**config.mk**
```make
export PLATFORM = sky130hd
export DESIGN_NAME = hot_swap_sequencer
export DESIGN_NICKNAME = d
export VERILOG_FILES = /design/src/hot_swap_pkg.sv /design/src/filt_if.sv /design/src/persist_filter.sv /design/src/hot_swap_sequencer.sv
export SDC_FILE = /design/constraint.sdc
export NUM_CORES = 1
export LEC_CHECK = 0
export ABC_AREA = 0
export BUFFER_PORTS_ARGS = -buffer_cell sky130_fd_sc_hd__buf_2
export CORE_MARGIN = 8
export CORE_UTILIZATION = 55
export DETAILED_ROUTE_END_ITERATION = 10
export GPL_TIMING_DRIVEN = 0
export PLACE_DENSITY = 0.85
export SETUP_SLACK_MARGIN = 0.15
export SYNTH_ARGS = -nofsm -noshare
export SYNTH_HDL_FRONTEND = slang
export SYNTH_SLANG_ARGS = --single-unit
```
**constraint.sdc**
```tcl
create_clock -name pclk -period 4.23 [get_ports pclk]
set_clock_uncertainty 0.15 [all_clocks]
set_input_delay 0.846 -clock pclk [delete_from_list [all_inputs] [get_ports pclk]]
set_output_delay 0.846 -clock pclk [all_outputs]
set_load 0.005 [all_outputs]
```
**src/hot_swap_pkg.sv**
```systemverilog
// Constants, register map and state type for the hot swap sequencer
package hot_swap_pkg;

    // Clock and timing, times in ns
    localparam int CLK_NS       = 20;
    localparam int DIS_FILT_NS  = 1_000_000;
    localparam int VOLT_FILT_NS = 1_000_000;
    localparam int OT_FILT_NS   = 12_000;
    localparam int OC_FILT_NS   = 100_000;
    localparam int OC_REG_NS    = 3_000_000;
    localparam int RAMP_NS      = 1_000_000;
    localparam int PG_DELAY_NS  = 20_000_000;
    localparam int STARTUP_NS   = 200_000_000;

    // Least times, rounded up to whole cycles
    localparam int DIS_FILT_CYC  = (DIS_FILT_NS + CLK_NS - 1) / CLK_NS;
    localparam int VOLT_FILT_CYC = (VOLT_FILT_NS + CLK_NS - 1) / CLK_NS;
    localparam int OT_FILT_CYC   = (OT_FILT_NS + CLK_NS - 1) / CLK_NS;
    localparam int OC_FILT_CYC   = (OC_FILT_NS + CLK_NS - 1) / CLK_NS;
    localparam int OC_REG_CYC    = (OC_REG_NS + CLK_NS - 1) / CLK_NS;
    localparam int RAMP_CYC      = (RAMP_NS + CLK_NS - 1) / CLK_NS;
    localparam int PG_DELAY_CYC  = (PG_DELAY_NS + CLK_NS - 1) / CLK_NS;
    localparam int STARTUP_CYC   = (STARTUP_NS + CLK_NS - 1) / CLK_NS;

    localparam int TW        = 24;
    localparam int RETRY_W   = 4;
    localparam int MAX_RETRY = 10;
    localparam int EXT_W     = 16;

    // Filter channels
    localparam int NUM_CH = 5;
    localparam int CH_DIS = 0;
    localparam int CH_OV  = 1;
    localparam int CH_UV  = 2;
    localparam int CH_OT  = 3;
    localparam int CH_OC  = 4;

    // APB register map
    localparam int         AW            = 8;
    localparam logic [7:0] ADDR_CTRL     = 8'h00;
    localparam logic [7:0] ADDR_RAMP_EXT = 8'h04;
    localparam logic [7:0] ADDR_STATUS   = 8'h08;

    localparam int CTRL_SOFT_DIS_BIT = 0;
    localparam logic CTRL_RESET      = 1'b0;
    localparam logic [EXT_W-1:0] RAMP_EXT_RESET = 16'h0000;

    // Status field positions
    localparam int ST_STATE_LSB   = 0;
    localparam int ST_RETRY_LSB   = 4;
    localparam int ST_FLT_LSB     = 8;
    localparam int ST_GATE_BIT    = 13;
    localparam int ST_LIMOC_BIT   = 14;
    localparam int ST_REG_BIT     = 15;
    localparam int ST_PG_BIT      = 16;
    localparam int ST_OVERCURRENT_LIMIT_SET_BIT    = 17;
    localparam int ST_CHARGE_CURRENT_SET_BIT    = 18;

    typedef enum logic [3:0] {
        S_IDLE,
        S_SAMPLE,
        S_TIMER,
        S_RAMP,
        S_CHARGE,
        S_PG_DELAY,
        S_NORMAL,
        S_STOPPED
    } state_type;

endpackage : hot_swap_pkg

```
**src/filt_if.sv**
```systemverilog
// Raw level and limit in, qualified level out of one persistence filter
interface filt_if;
    import hot_swap_pkg::*;
    logic          raw;
    logic [TW-1:0] limit;
    logic          qual;
    modport filter (input raw, input limit, output qual);
    modport user   (output raw, output limit, input qual);
endinterface : filt_if

```
**src/persist_filter.sv**
```systemverilog
// Persistence filter: output follows input once it has differed for limit cycles
module persist_filter
    import hot_swap_pkg::*;
(
    input  wire logic  pclk,      // System clock
    input  wire logic  presetn,   // Async reset, active low
    input  wire logic  ce,        // Clock enable
    filt_if.filter     f          // Filter channel
);
    logic [TW-1:0] cnt_q;
    logic          qual_q;

    assign f.qual = qual_q;

    always_ff @(posedge pclk or negedge presetn)
    begin
        if (!presetn)
        begin
            cnt_q  <= '0;
            qual_q <= 1'b0;
        end
        else if (ce)
        begin
            if (f.raw == qual_q)
                cnt_q <= '0;
            else if (cnt_q >= f.limit - 24'h000001)
            begin
                cnt_q  <= '0;
                qual_q <= f.raw;
            end
            else
                cnt_q <= cnt_q + 24'h000001;
        end
    end
endmodule : persist_filter

```
**src/hot_swap_sequencer.sv**
```systemverilog
// Start-up, gate staging and fault sequencing of a negative-rail hot swap controller
module hot_swap_sequencer
    import hot_swap_pkg::*;
#(
    parameter int DIS_FILT = DIS_FILT_CYC,   // Disable filter cycles
    parameter int VOLT_FILT = VOLT_FILT_CYC, // Voltage fault filter cycles
    parameter int OT_FILT  = OT_FILT_CYC,    // Thermal filter cycles
    parameter int OC_FILT  = OC_FILT_CYC,    // Overcurrent filter cycles
    parameter int OC_REG   = OC_REG_CYC,     // Overcurrent regulation cycles
    parameter int RAMP     = RAMP_CYC,       // Default charge ramp cycles
    parameter int PG_DELAY = PG_DELAY_CYC,   // Enhancement to power-good cycles
    parameter int STARTUP  = STARTUP_CYC     // Start-up timer cycles
)
(
    input  wire logic           pclk,                  // 50 MHz clock
    input  wire logic           presetn,               // Power-on reset, active low
    input  wire logic           ce,                    // Clock enable, freezes state
    input  wire logic           psel,                  // APB select
    input  wire logic           penable,               // APB enable
    input  wire logic           pwrite,                // APB write
    input  wire logic [AW-1:0]  paddr,                 // APB byte address
    input  wire logic [31:0]    pwdata,                // APB write data
    output logic [31:0]         prdata,                // APB read data
    output logic                pready,                // APB ready
    output logic                pslverr,               // APB error
    input  wire logic           supply_lockout_clear,  // Supply lockout released
    input  wire logic           disable_req,           // Disable pin active
    input  wire logic           ov_raw,                // Overvoltage comparator
    input  wire logic           uv_raw,                // Undervoltage comparator
    input  wire logic           ot_raw,                // Thermal shutdown comparator
    input  wire logic           oc_raw,                // Overcurrent comparator
    input  wire logic           short_raw,             // Short-circuit comparator
    input  wire logic           full_enhanced,         // Output within 0.5 V of negative rail
    input  wire logic           overcurrent_limit_set, // Overcurrent limit resistor present
    input  wire logic           charge_current_set,    // Charge limit resistor present
    output logic                gate_on,               // Gate drive enable
    output logic                ramp_active,           // Charge limit ramping from zero
    output logic                limit_is_oc,           // Active limit is overcurrent limit
    output logic                regulating,            // Current regulation at overcurrent limit
    output logic                power_good_out,        // Power good, active high
    output logic                power_good_out_n,      // Power good, active low
    output logic                overcurrent_limit_set_cfg,              // Sampled overcurrent limit config
    output logic                charge_current_set_cfg               // Sampled charge limit config
);

    ////////////////////////////////////////////////////////////////////////////////
    // Input filters

    logic [NUM_CH-1:0] raw_w;
    logic [NUM_CH-1:0] flt_w;
    logic [TW-1:0]     lim_w [NUM_CH];
    logic              soft_dis_q;

    assign raw_w = {oc_raw, ot_raw, uv_raw, ov_raw, disable_req | soft_dis_q};
    assign lim_w[CH_DIS] = TW'(DIS_FILT);
    assign lim_w[CH_OV]  = TW'(VOLT_FILT);
    assign lim_w[CH_UV]  = TW'(VOLT_FILT);
    assign lim_w[CH_OT]  = TW'(OT_FILT);
    assign lim_w[CH_OC]  = TW'(OC_FILT);

    genvar gi;
    generate
        for (gi = 0; gi < NUM_CH; gi++)
        begin : g_filt
            filt_if fi ();
            assign fi.raw   = raw_w[gi];
            assign fi.limit = lim_w[gi];
            assign flt_w[gi] = fi.qual;
            persist_filter u_filt
            (
                .pclk    (pclk),
                .presetn (presetn),
                .ce      (ce),
                .f       (fi)
            );
        end
    endgenerate

    logic dis_f;
    logic volt_bad;
    logic hard_bad;
    logic cond_ok;
    logic oc_act;

    assign dis_f    = flt_w[CH_DIS];
    assign volt_bad = flt_w[CH_OV] | flt_w[CH_UV];
    assign hard_bad = flt_w[CH_OT] | dis_f;
    assign cond_ok  = !volt_bad && !hard_bad;

    ////////////////////////////////////////////////////////////////////////////////
    // Sequencer

    state_type       state_q;
    state_type       state_d;
    logic [TW-1:0]   tmr_q;
    logic [TW-1:0]   oc_cnt_q;
    logic [RETRY_W-1:0] retry_q;
    logic            hard_bad_q;
    logic            dis_f_q;
    logic [EXT_W-1:0] ramp_ext_q;
    logic [TW-1:0]   ramp_last;
    logic            oc_expire;
    logic            retry_event;
    logic            dis_rise;

    assign ramp_last   = TW'(RAMP - 1) + TW'(ramp_ext_q);
    assign oc_act      = (state_q == S_PG_DELAY || state_q == S_NORMAL)
                         && (flt_w[CH_OC] || short_raw);
    assign oc_expire   = oc_act && (oc_cnt_q == TW'(OC_REG - 1));
    assign retry_event = (state_q == S_TIMER) && !volt_bad && hard_bad && !hard_bad_q;
    assign dis_rise    = dis_f && !dis_f_q;

    always_comb
    begin
        state_d = state_q;
        case (state_q)
            S_IDLE:
                if (supply_lockout_clear && !dis_f && !raw_w[CH_DIS])
                    state_d = S_SAMPLE;
            S_SAMPLE:
                state_d = S_TIMER;
            S_TIMER:
                if (retry_event && retry_q == RETRY_W'(MAX_RETRY))
                    state_d = S_STOPPED;
                else if (cond_ok && tmr_q == TW'(STARTUP - 1)
                         && retry_q <= RETRY_W'(MAX_RETRY))
                    state_d = S_RAMP;
            S_RAMP:
                if (!cond_ok)
                    state_d = S_TIMER;
                else if (tmr_q == ramp_last)
                    state_d = S_CHARGE;
            S_CHARGE:
                if (!cond_ok)
                    state_d = S_TIMER;
                else if (full_enhanced)
                    state_d = S_PG_DELAY;
            S_PG_DELAY:
                if (!cond_ok || oc_expire)
                    state_d = S_TIMER;
                else if (tmr_q == TW'(PG_DELAY - 1))
                    state_d = S_NORMAL;
            S_NORMAL:
                if (!cond_ok || oc_expire)
                    state_d = S_TIMER;
            S_STOPPED:
                if (dis_rise)
                    state_d = S_TIMER;
            default:
                state_d = S_IDLE;
        endcase
    end

    always_ff @(posedge pclk or negedge presetn)
    begin
        if (!presetn)
        begin
            state_q    <= S_IDLE;
            tmr_q      <= '0;
            hard_bad_q <= 1'b0;
            dis_f_q    <= 1'b0;
        end
        else if (ce)
        begin
            state_q    <= state_d;
            hard_bad_q <= hard_bad;
            dis_f_q    <= dis_f;
            // Timer restarts on any change of state and on a failed condition in S_TIMER
            if (state_d != state_q || (state_q == S_TIMER && !cond_ok))
                tmr_q <= '0;
            else
                tmr_q <= tmr_q + 24'h000001;
        end
    end

    // Overcurrent regulation timer; clearing early leaves power-good untouched
    always_ff @(posedge pclk or negedge presetn)
    begin
        if (!presetn)
            oc_cnt_q <= '0;
        else if (ce)
        begin
            if (oc_act && !oc_expire)
                oc_cnt_q <= oc_cnt_q + 24'h000001;
            else
                oc_cnt_q <= '0;
        end
    end

    // Retry counter
    always_ff @(posedge pclk or negedge presetn)
    begin
        if (!presetn)
            retry_q <= '0;
        else if (ce)
        begin
            if ((state_q == S_STOPPED && dis_rise)
                || (state_q == S_PG_DELAY && state_d == S_NORMAL))
                retry_q <= '0;
            else if (retry_event && retry_q <= RETRY_W'(MAX_RETRY))
                retry_q <= retry_q + 4'h1;
        end
    end

    // Configuration is sampled once per reset, in S_SAMPLE, after the first lockout release seen with disable inactive
    always_ff @(posedge pclk or negedge presetn)
    begin
        if (!presetn)
        begin
            overcurrent_limit_set_cfg <= 1'b0;
            charge_current_set_cfg <= 1'b0;
        end
        else if (ce && state_q == S_SAMPLE)
        begin
            overcurrent_limit_set_cfg <= overcurrent_limit_set;
            charge_current_set_cfg <= charge_current_set;
        end
    end

    ////////////////////////////////////////////////////////////////////////////////
    // Gate and power-good outputs, registered from the next state

    always_ff @(posedge pclk or negedge presetn)
    begin
        if (!presetn)
        begin
            gate_on          <= 1'b0;
            ramp_active      <= 1'b0;
            limit_is_oc      <= 1'b0;
            regulating       <= 1'b0;
            power_good_out   <= 1'b0;
            power_good_out_n <= 1'b1;
        end
        else if (ce)
        begin
            gate_on     <= state_d == S_RAMP || state_d == S_CHARGE
                           || state_d == S_PG_DELAY || state_d == S_NORMAL;
            ramp_active <= state_d == S_RAMP;
            limit_is_oc <= state_d == S_PG_DELAY || state_d == S_NORMAL;
            regulating  <= oc_act && !oc_expire && state_d != S_TIMER;
            // Both polarities from one term so they never disagree
            power_good_out   <= state_d == S_NORMAL;
            power_good_out_n <= state_d != S_NORMAL;
        end
    end

    ////////////////////////////////////////////////////////////////////////////////
    // APB slave, one wait state on every access

    logic        acc;
    logic        hit;
    logic [31:0] status_w;

    assign acc = psel && penable && !pready;
    assign hit = paddr == ADDR_CTRL || paddr == ADDR_RAMP_EXT || paddr == ADDR_STATUS;

    always_comb
    begin
        status_w = '0;
        status_w[ST_STATE_LSB +: 4]       = state_q;
        status_w[ST_RETRY_LSB +: RETRY_W] = retry_q;
        status_w[ST_FLT_LSB +: NUM_CH]    = flt_w;
        status_w[ST_GATE_BIT]             = gate_on;
        status_w[ST_LIMOC_BIT]            = limit_is_oc;
        status_w[ST_REG_BIT]              = regulating;
        status_w[ST_PG_BIT]               = power_good_out;
        status_w[ST_OVERCURRENT_LIMIT_SET_BIT]             = overcurrent_limit_set_cfg;
        status_w[ST_CHARGE_CURRENT_SET_BIT]             = charge_current_set_cfg;
    end

    always_ff @(posedge pclk or negedge presetn)
    begin
        if (!presetn)
        begin
            pready     <= 1'b0;
            pslverr    <= 1'b0;
            prdata     <= '0;
            soft_dis_q <= CTRL_RESET;
            ramp_ext_q <= RAMP_EXT_RESET;
        end
        else if (ce)
        begin
            pready  <= acc;
            pslverr <= acc && !hit;
            prdata  <= '0;
            if (acc && pwrite)
            begin
                if (paddr == ADDR_CTRL)
                    soft_dis_q <= pwdata[CTRL_SOFT_DIS_BIT];
                else if (paddr == ADDR_RAMP_EXT)
                    ramp_ext_q <= pwdata[EXT_W-1:0];
            end
            else if (acc)
            begin
                case (paddr)
                    ADDR_CTRL:     prdata <= {31'h0, soft_dis_q};
                    ADDR_RAMP_EXT: prdata <= {16'h0, ramp_ext_q};
                    ADDR_STATUS:   prdata <= status_w;
                    default:       prdata <= '0;
                endcase
            end
        end
    end

endmodule : hot_swap_sequencer

```
# After elaboration in Yosys (flattened, before gate mapping)

Cells that the tools add are included.

Memory bits (writable): 0
Input port bits: 56
Word-level logic and storage cells: 163
Output and inout port bits: 42
Register bits: 242
Memories kept: 0
Memory bits (read-only): 0
Latch bits: 0

Equal/unequal tests: 26
Magnitude comparators: 6
Shift-type cells: 0
Bitwise gates (word level): 9
Reduce and logical (&&, ||, !) cells: 55
$mul: 0
Mux-type cells: 29
$add $sub $neg: 9
Div/mod/pow operators: 0

Operator list:

| operator                                                                              | number |
|---|---|
| 24-bit two-way mux                                                                    | 12 |
| 24-bit by 1-bit adder with 24-bit output, second input constant                       | 7 |
| 24-bit by 16-bit greater-or-equal comparator with 1-bit output, second input constant | 3 |
| 19-bit one-hot mux with 3 select lines                                                | 1 |
| 4-bit two-way mux                                                                     | 13 |
| 19-bit two-way mux                                                                    | 2 |
| 4-bit one-hot mux with 8 select lines                                                 | 1 |
| 4-bit by 3-bit == test with 1-bit output, second input constant                       | 7 |
| 24-bit by 17-bit == test with 1-bit output                                            | 1 |
| 24-bit by 18-bit == test with 1-bit output, second input constant                     | 1 |
| 24-bit by 20-bit == test with 1-bit output, second input constant                     | 1 |
| 24-bit == test, second input constant                                                 | 1 |
| 24-bit by 10-bit greater-or-equal comparator with 1-bit output, second input constant | 1 |
| 24-bit by 13-bit greater-or-equal comparator with 1-bit output, second input constant | 1 |
| 1-bit logical AND                                                                     | 23 |
| 3-bit AND reduction                                                                   | 6 |
| 16-bit by 16-bit adder with 17-bit output, first input constant                       | 1 |
| 4-bit by 2-bit == test with 1-bit output, second input constant                       | 3 |
| 1-bit logical OR                                                                      | 11 |
| 1-bit logical NOT                                                                     | 10 |
| 8-bit by 3-bit == test with 1-bit output, second input constant                       | 1 |
| 8-bit by 4-bit == test with 1-bit output, second input constant                       | 1 |
| 8-bit logical NOT                                                                     | 1 |
| 1-bit inverter                                                                        | 6 |
| other kinds (13)                                                                      | 19 |

# Longest topological paths before layout

Gate-level depths: netlist (run 1).

Depth in word-level cells: 13
Depth in mapped cells: 11
Depth with buffers taken out: 10

# Modules after synthesis

A second synthesis (run 1) with hierarchy kept.

Cells, all modules: 2036
Area total of the unflattened synthesis: 18216.2 um^2

Modules (own cells, without submodules):

| module                                | seq. area each (um^2) | cells an instance | area each (um^2) | instances |
|---|---|---|---|---|
| persist_filter (g_filt[1].u_filt ...) | 625.6                 | 271               | 2419.8           | 3 |
| hot_swap_sequencer                    | 2603.7                | 666               | 6069.6           | 1 |
| persist_filter (g_filt[0].u_filt)     | 625.6                 | 280               | 2479.9           | 1 |
| persist_filter (g_filt[4].u_filt)     | 625.6                 | 277               | 2407.3           | 1 |

# Worst setup path after synthesis (run 1)

Ideal clock, no wire load.

Path kind: reg2reg
Start point: register ramp_ext_q[0]
End point: register tmr_q[15]
Clock period less this slack: 3.330 ns
Arrival: 3.061 ns
Stages on the path, launching flop included: 12
Slack: 0.900 ns
Setup time: 0.119 ns
Required time: 3.961 ns
Path buffers: 1
Cell sequence: dfrtp_1 -> inv_1 -> ha_1 -> nor3b_2 -> or3_1 -> a221o_1 -> a2111o_1 -> nor4_1 -> nor3_2 -> nor3_4 -> buf_6 -> nor2_1

Word-level cells in the longest chain between the ends: 8

RTL lines:

| what                                       | RTL line                  | RTL |
|---|---|---|
| start: declaration                         | hot_swap_sequencer.sv:100 | `logic [EXT_W-1:0] ramp_ext_q;` |
| start signal: assignment                   | hot_swap_sequencer.sv:291 | `ramp_ext_q <= pwdata[EXT_W-1:0];` |
| 16-bit by 16-bit adder with 17-bit output  | hot_swap_sequencer.sv:106 | `assign ramp_last = TW'(RAMP - 1) + TW'(ramp_ext_q);` |
| 24-bit by 17-bit == test with 1-bit output | hot_swap_sequencer.sv:131 | `else if (tmr_q == ramp_last)` |
| 4-bit two-way mux                          | hot_swap_sequencer.sv:131 |  |
| 4-bit two-way mux                          | hot_swap_sequencer.sv:129 | `if (!cond_ok)` |
| 4-bit one-hot mux with 8 select lines      | hot_swap_sequencer.sv:116 | `case (state_q)` |
| 4-bit != test                              | hot_swap_sequencer.sv:169 | `if (state_d != state_q \|\| (state_q == S_TIMER && !cond_ok))` |
| 1-bit logical OR                           | hot_swap_sequencer.sv:169 |  |
| 24-bit two-way mux                         | hot_swap_sequencer.sv:169 |  |
| end signal: assignment                     | hot_swap_sequencer.sv:172 | `tmr_q <= tmr_q + 24'h000001;` |
| end: declaration                           | hot_swap_sequencer.sv:95  | `logic [TW-1:0] tmr_q;` |

Every way passes these cells.
A chain may end at the register's enable or synchronous reset.

# Worst setup path in the final report (run 1)

Start point: register ramp_ext_q[0]
End point: register tmr_q[17]

The elaborated chain is that of the path after synthesis.

==> qor.csv, run 1 <==
stage;metric;value;unit
clock_tree;cts_buffer_depth;3;
global_route;grt_overflow_total;0;
cells_and_area;n_fill_cell;1599;
synthesis;synth_edf_count;0;
clock_tree;htreeDepth;1;
power_and_ir_drop;p_sw_frac;0.2593;
setup_path;cp-end-kind;register;
synthesis;synth_seq_cells;229;
floorplanning;core-area;20760;µm²
setup_path;worstPathArrival;4.10;ns
timing;worst_slew_pin_slew;0.9401;ns
synthesis;synth_warnings;0;
power_and_ir_drop;power.leakage;5.910;nW
cells_and_area;layout.cells.most_common;dfrtp_1;
floorplanning;die_area;25820;µm²
timing;fin_tns_setup;0;ns
cells_and_area;nets;1357;
floorplanning;core.rowCount;53;
place;dp_hpwl;20700;µm
global_route;grt.total_usage;0.2271;
setup_path;crit_family;simple AND/OR/NAND/NOR gates;
setup_path;reg2reg_from;ramp_ext_q[0];
clock_tree;cts_made_buffers;25;
setup_path;start_kind;register;
cells_and_area;multi_input_area;5401;µm²
drt;viasPerCell;6.188;
synthesis;ys_seq_area_frac;0.4979;
setup_path;slowest_stage;nor4_2;
drt;dr_total_vias;9802;
setup_path;path_buf_inv;2;
global_route;grt_max_degree;90;
clock_tree;cts_resized;0;
power_and_ir_drop;ir_drop;0.2813;mV
setup_path;crit_required;4.48;ns
clock_tree;clock_latency;0.52;ns
cells_and_area;area_delta_synth_final;14.47;%
drt;totalWireLength;29780;µm
power_and_ir_drop;p_switching;0.001340;W
cells_and_area;layout_common_cells;dfrtp_1 (228), nand2_1 (109), o21ai_0 (106), nor2_1 (85), buf_2 (74);
setup_path;r2r_slack;0.38;ns
global_route;antenna_found_initial;0;
clock_tree;cts.clk_slew.worst_paths;0.06;ns
clock_tree;tritoncts;yes;
timing;period_minus_slack;3.846;ns
power_and_ir_drop;powerDensity;392.0;nW/µm²
floorplanning;die_h;160.7;µm
power_and_ir_drop;seq_power_share;0.452;
synthesis;synth-async-reset-ratio;1.000;
synthesis;avgSynthCellArea;9.731;µm²
floorplanning;initial_utilization;0.5546;
drt;drc;0;
drt;drtIter0Drc;999;
floorplanning;pin_count;98;
synthesis;ys.flop_type;dfrtp_1;
run_status;status;finished, final reports clean;
timing;period_share;0.9092;
synthesis;synth.cell_area;11510;µm²
timing;max_freq;260.0;MHz
synthesis;synthDistinctLibCells;75;
run;max_cap_viol_count;0;
timing;setup_ws;0.3841;ns
clock_tree;cts_sinks;229;
drt;wl_per_cell;18.80;µm
power_and_ir_drop;p_int;0.003826;W
clock_tree;clock-root-buffer;clkbuf_16;
global_route;grt_first_pass_wirelength;49240;µm
setup_path;crit_start;ramp_ext_q[0];
timing;hold_viol;0;
synthesis;netlist_instances;1183;
global_route;grt_pass1_vias;9722;
setup_path;slowest_delay;0.52;ns
floorplanning;die_x;160.7;µm
timing;whs;0.1155;ns
clock_tree;postCtsHoldBufs;0;
place;gp_congestion;0.9380;
clock_tree;postCtsSetupBuffers;0;
place;post-place-ws;0.1880;ns
timing;slew_headroom;0.3719;
min_path;hp-class;input pin to async pin;
cells_and_area;diodes;0;
drt;antenna_left;0;
timing;rsz0062_at_grt;no;
timing;setup_viol;0;
power_and_ir_drop;p_comb_frac;0.105;
power_and_ir_drop;clkPwrFrac;0.443;
timing;final_max_slew_viol_count;0;
cells_and_area;drive_gt1_frac;0.1345;
place;io_buffers;67;
cells_and_area;regArea;5732;µm²
setup_path;critPathKind;register to register;
setup_path;path_cells;inv_1 -> ha_1 -> nor3b_2 -> or3_1 -> a221o_1 -> a2111o_1 -> nor4_2 -> nor3_2 -> nor3_4 -> buf_6 -> nor2_1;
drt;drt_first_pass_iters;5;
setup_path;crit_fanout;10;
[layer usage]
layer / up-vias / global-route usage / wire length [µm]
met1: 4812 / 0.3012 / 12630
met5: - / 0 / 0
met3: 80 / 0.04607 / 2296
met2: 393 / 0.3608 / 13830
li1: 4517 / - / -
met4: 0 / 0.08879 / 1021
[cell usage after synthesis, types with 23 or more instances]
library cell  count  area, µm²
clkbuf_1         45      168.9
nand4_1          40      250.2
nand3_1          41      205.2
nor2_1           85      319.1
nor2b_1          67      419.2
inv_1            23      86.33
and3_1           32      200.2
dfrtp_1         228       5705
a21oi_1          24      120.1
nand2_1         109      409.1
nor4_1           28      175.2
o21ai_0         106      530.5
xor2_1           40      350.3
[logic make-up after synthesis]
kind of cell / after synthesis / synth area share
and+or+nand+nor: 475 / 0.2164
AOI/OAI and AO/OA: 285 / 0.1652
DFF: 229 / 0.4979
buffers and inverters: 95 / 0.03739
xor gates and xnor gates: 61 / 0.04641
muxes: 27 / 0.02554
adders and majority gates: 10 / 0.01087
other: 1 / 0.0003257
[power groups by stage]
stage	Clock, W	Combinational (W)	Sequential, W
floorplan	0	0.000341	0.00235
global placement	0	0.000507	0.00237
detailed placement	0	0.000530	0.00237
CTS	0.00230	0.000534	0.00233
global route	0.00239	0.000594	0.00234
finish	0.00229	0.000543	0.00233
[flip-flops by register name, summed over array words and instances (netlist names), 4 cells and up]
name / flops
prdata: 19
retry_q: 4
g_filt.u_filt.f.qual: 5
tmr_q: 24
ramp_ext_q: 16
g_filt.u_filt.cnt_q: 120
state_q: 4
oc_cnt_q: 24
[worst paths after layout]
check	endpoint	cells past startpoint
setup / recovery	tmr_q[17]	11
hold / removal	g_filt[0].u_filt.cnt_q[2]	1
setup reg to reg	tmr_q[17]	11
hold reg to reg	prdata[11]	1
max in group asynchronous	tmr_q[6]	2
min in group pclk	prdata[11]	1
[stage by stage]
step           total power, W  cells  cell area (µm²)  utilization
3_3_place_gp         0.002874   1537            12240       0.5895
3_5_place_dp         0.002902   1539            12300       0.5927
4_1_cts              0.005169   1584            13170       0.6346
5_1_grt              0.005328   1584            13180       0.6349
6_report             0.005166   1584            13180       0.6349
2_1_floorplan        0.002692   1195            11560            -
[area by class of cell]
cell class                 count  area share
inverter                      23    0.006551
sequential                   229      0.4350
multi-input combinational    871      0.4099
clock inverter                13     0.01196
timing repair buffer          69     0.03038
buffer                        72     0.02611
clock buffer                  32     0.05403
tap                          275     0.02611
(Power assumes the default switching activity.)
==> inputs of run 2 (changes only) <==
--- a/config.mk
+++ b/config.mk
@@ -12,6 +12,7 @@
 export DETAILED_ROUTE_END_ITERATION = 10
 export GPL_TIMING_DRIVEN = 0
 export PLACE_DENSITY = 0.85
+export REMOVE_ABC_BUFFERS = 1
 export SETUP_SLACK_MARGIN = 0.15
 export SYNTH_ARGS = -nofsm -noshare
 export SYNTH_HDL_FRONTEND = slang
==> run 2 against run 1 <==
Compared with the run above: die area is the same; highest routed layer unchanged; critical endpoint is now ramp_ext_q[5]; clock power is 5% lower; sequential share of layout area is 1.1 points higher; cell area down 2.4%; largest cell class unchanged; count of clock-buffer cells in the layout rose by 4; register-to-register slack improved by 0.07 ns; fmax rose by 1.0%; utilization fell by 1.5 points; critical path type is now input pin to register.
==> qor.csv, run 2 (synthesis results as in run 1) <==
stage;metric;value;unit;change
cells_and_area;layout.cells.non_filler;1515;;was 1584
timing;period_minus_slack;3.807;ns;was 3.846 ns
setup_path;crit_fanout;88;;was 10
drt;dr_total_vias;9315;;was 9802
place;gp_congestion;0.8958;;was 0.9380
cells_and_area;layout.cells.most_common;dfrtp_1;;unchanged
power_and_ir_drop;ir_drop;0.1928;mV;was 0.2813 mV
global_route;grt.total_usage;0.1982;;was 0.2271
setup_path;cp-end-kind;register;;unchanged
cells_and_area;layout_common_cells;dfrtp_1 (228), nand2_1 (109), o21ai_0 (106), nor2_1 (85), nor2b_1 (67);;was dfrtp_1 (228), nand2_1 (109), o21ai_0 (106), nor2_1 (85), buf_2 (74)
global_route;grt_first_pass_wirelength;43810;µm;was 49240 µm
cells_and_area;fin_area;12860;µm²;was 13180 µm²
setup_path;worstPathArrival;4.05;ns;was 4.10 ns
clock_tree;htreeDepth;1;;unchanged
floorplanning;die_area;25820;µm²;unchanged
drt;drtIter0Drc;783;;was 999
global_route;antenna_found_initial;0;;unchanged
clock_tree;cts.clk_slew.worst_paths;0.06;ns;about the same
cells_and_area;area_delta_synth_final;11.69;%;was 14.47%
clock_tree;clock_latency;0.53;ns;was 0.52 ns
floorplanning;pin_count;98;;unchanged
timing;setup_ws;0.4235;ns;was 0.3841 ns
place;post-place-ws;-0.06961;ns;was 0.1880 ns
timing;max_freq;262.7;MHz;was 260.0 MHz
run_status;status;finished, final reports clean;;unchanged
timing;rsz0062_at_grt;no;;unchanged
global_route;grt_pass1_vias;8862;;was 9722
setup_path;crit_required;4.47;ns;was 4.48 ns
setup_path;start_kind;input pin;;was register
global_route;grt_overflow_total;0;;unchanged
timing;period_share;0.8999;;was 0.9092
drt;drc;0;;unchanged
place;dpl_cell_area;12010;µm²;was 12300 µm²
cells_and_area;drive_gt1_frac;0.1234;;was 0.1345
cells_and_area;regMostFlops;g_filt.u_filt.cnt_q;;unchanged
clock_tree;postCtsHoldBufs;0;;unchanged
cells_and_area;final_core_util;0.6195;;was 0.6349
timing;worst_slew_pin_slew;1.156;ns;was 0.9401 ns
drt;wl_per_cell;17.48;µm;was 18.80 µm
power_and_ir_drop;powerDensity;390.4;nW/µm²;was 392.0 nW/µm²
clock_tree;clock-root-buffer;clkbuf_16;;unchanged
cells_and_area;nets;1288;;was 1357
cells_and_area;top_regs;g_filt.u_filt.cnt_q (120), oc_cnt_q (24), tmr_q (24);;unchanged
cells_and_area;diodes;0;;unchanged
min_path;hp-class;input pin to async pin;;unchanged
timing;slew_headroom;0.2241;;was 0.3719
timing;hold_viol;0;;unchanged
place;dp_hpwl;17120;µm;was 20700 µm
floorplanning;initial_utilization;0.5546;;unchanged
drt;totalWireLength;26490;µm;was 29780 µm
floorplanning;die_h;160.7;µm;unchanged
floorplanning;die_x;160.7;µm;unchanged
clock_tree;cts_made_buffers;24;;was 25
place;dp_cells;1470;;was 1539
cells_and_area;largest_reg_flops;120;;unchanged
floorplanning;core.rowCount;53;;unchanged
clock_tree;tritoncts;yes;;unchanged
timing;setup_viol;0;;unchanged
clock_tree;cts_buffer_depth;3;;unchanged
drt;viasPerCell;6.149;;was 6.188
global_route;grt_max_degree;123;;was 90
floorplanning;core-area;20760;µm²;unchanged
run;max_cap_viol_count;0;;unchanged
place;io_buffers;68;;was 67
drt;drt_first_pass_iters;6;;was 5
drt;antenna_left;0;;unchanged
timing;whs;0.2309;ns;was 0.1155 ns
clock_tree;cts_sinks;229;;unchanged
setup_path;critPathKind;input pin to register;;was register to register
power_and_ir_drop;power.leakage;5.734;nW;was 5.910 nW
timing;final_max_slew_viol_count;0;;unchanged
==> run 2: where the power goes <==
part / switching (W) / leakage [nW] / internal [W]
combinational: 0.000302 / 2.21 / 0.000183
clock: 0.000856 / 0.405 / 0.00132
sequential: 0.0000973 / 3.12 / 0.00226
total: 0.00126 / 5.73 / 0.00376
==> run 2: worst paths after layout <==
check,start,endpoint,slack [ns],cells past startpoint
min in group pclk,prdata[11],prdata[11],0.34,1
max in group asynchronous,presetn,oc_cnt_q[13],2.63,2
min,presetn,retry_q[3],0.23,1
min reg2reg,prdata[11],prdata[11],0.34,1
max,ce,ramp_ext_q[5],0.42,7
max reg2reg,ramp_ext_q[0],gate_on,0.45,10
==> run 2: critical path, stage by stage <==
cell,delay (ns)
buf_4,0.56
buf_16,0.35
inv_2,0.38
buf_12,0.30
nor3_1,0.31
and3_1,0.80
mux2_2,0.42
==> run 2: cell type report <==
| cell class | instances | area, µm² |
|---|---|---|
| timing repair buffer | 73 | 459.2 |
| clock inverter | 8 | 130.1 |
| clock buffer | 36 | 695.7 |
| tap | 275 | 344.1 |
| multi-input combinational | 871 | 5411 |
| inverter | 23 | 86.33 |
| sequential | 229 | 5732 |
| fill | 1650 | 7898 |
==> run 2: through the flow <==
stage	total power [W]	TNS, ns
after floorplan	0.002650	0
after CTS	0.005035	0
after global placement	0.002828	-599.11
final	0.005020	0
after detailed placement	0.002859	-0.6072
after global routing	0.005213	0
==> run 2: per-layer routing <==
| layer | vias to the layer above | share of wire | track usage |
|---|---|---|---|
| li1 | 4385 | - | - |
| met1 | 4546 | 0.44 | 0.2641 |
| met2 | 328 | 0.47 | 0.3222 |
| met3 | 56 | 0.062 | 0.02867 |
| met4 | 0 | 0.029 | 0.07774 |
| met5 | - | 0 | 0 |
==> run 2: timing repair <==
action / 4_1_cts / 5_1_grt
setup endpoints to repair: 19 / 19
resized for setup: 1 / 0
pin swaps: 0 / 1
buffers inserted: 0 / 1
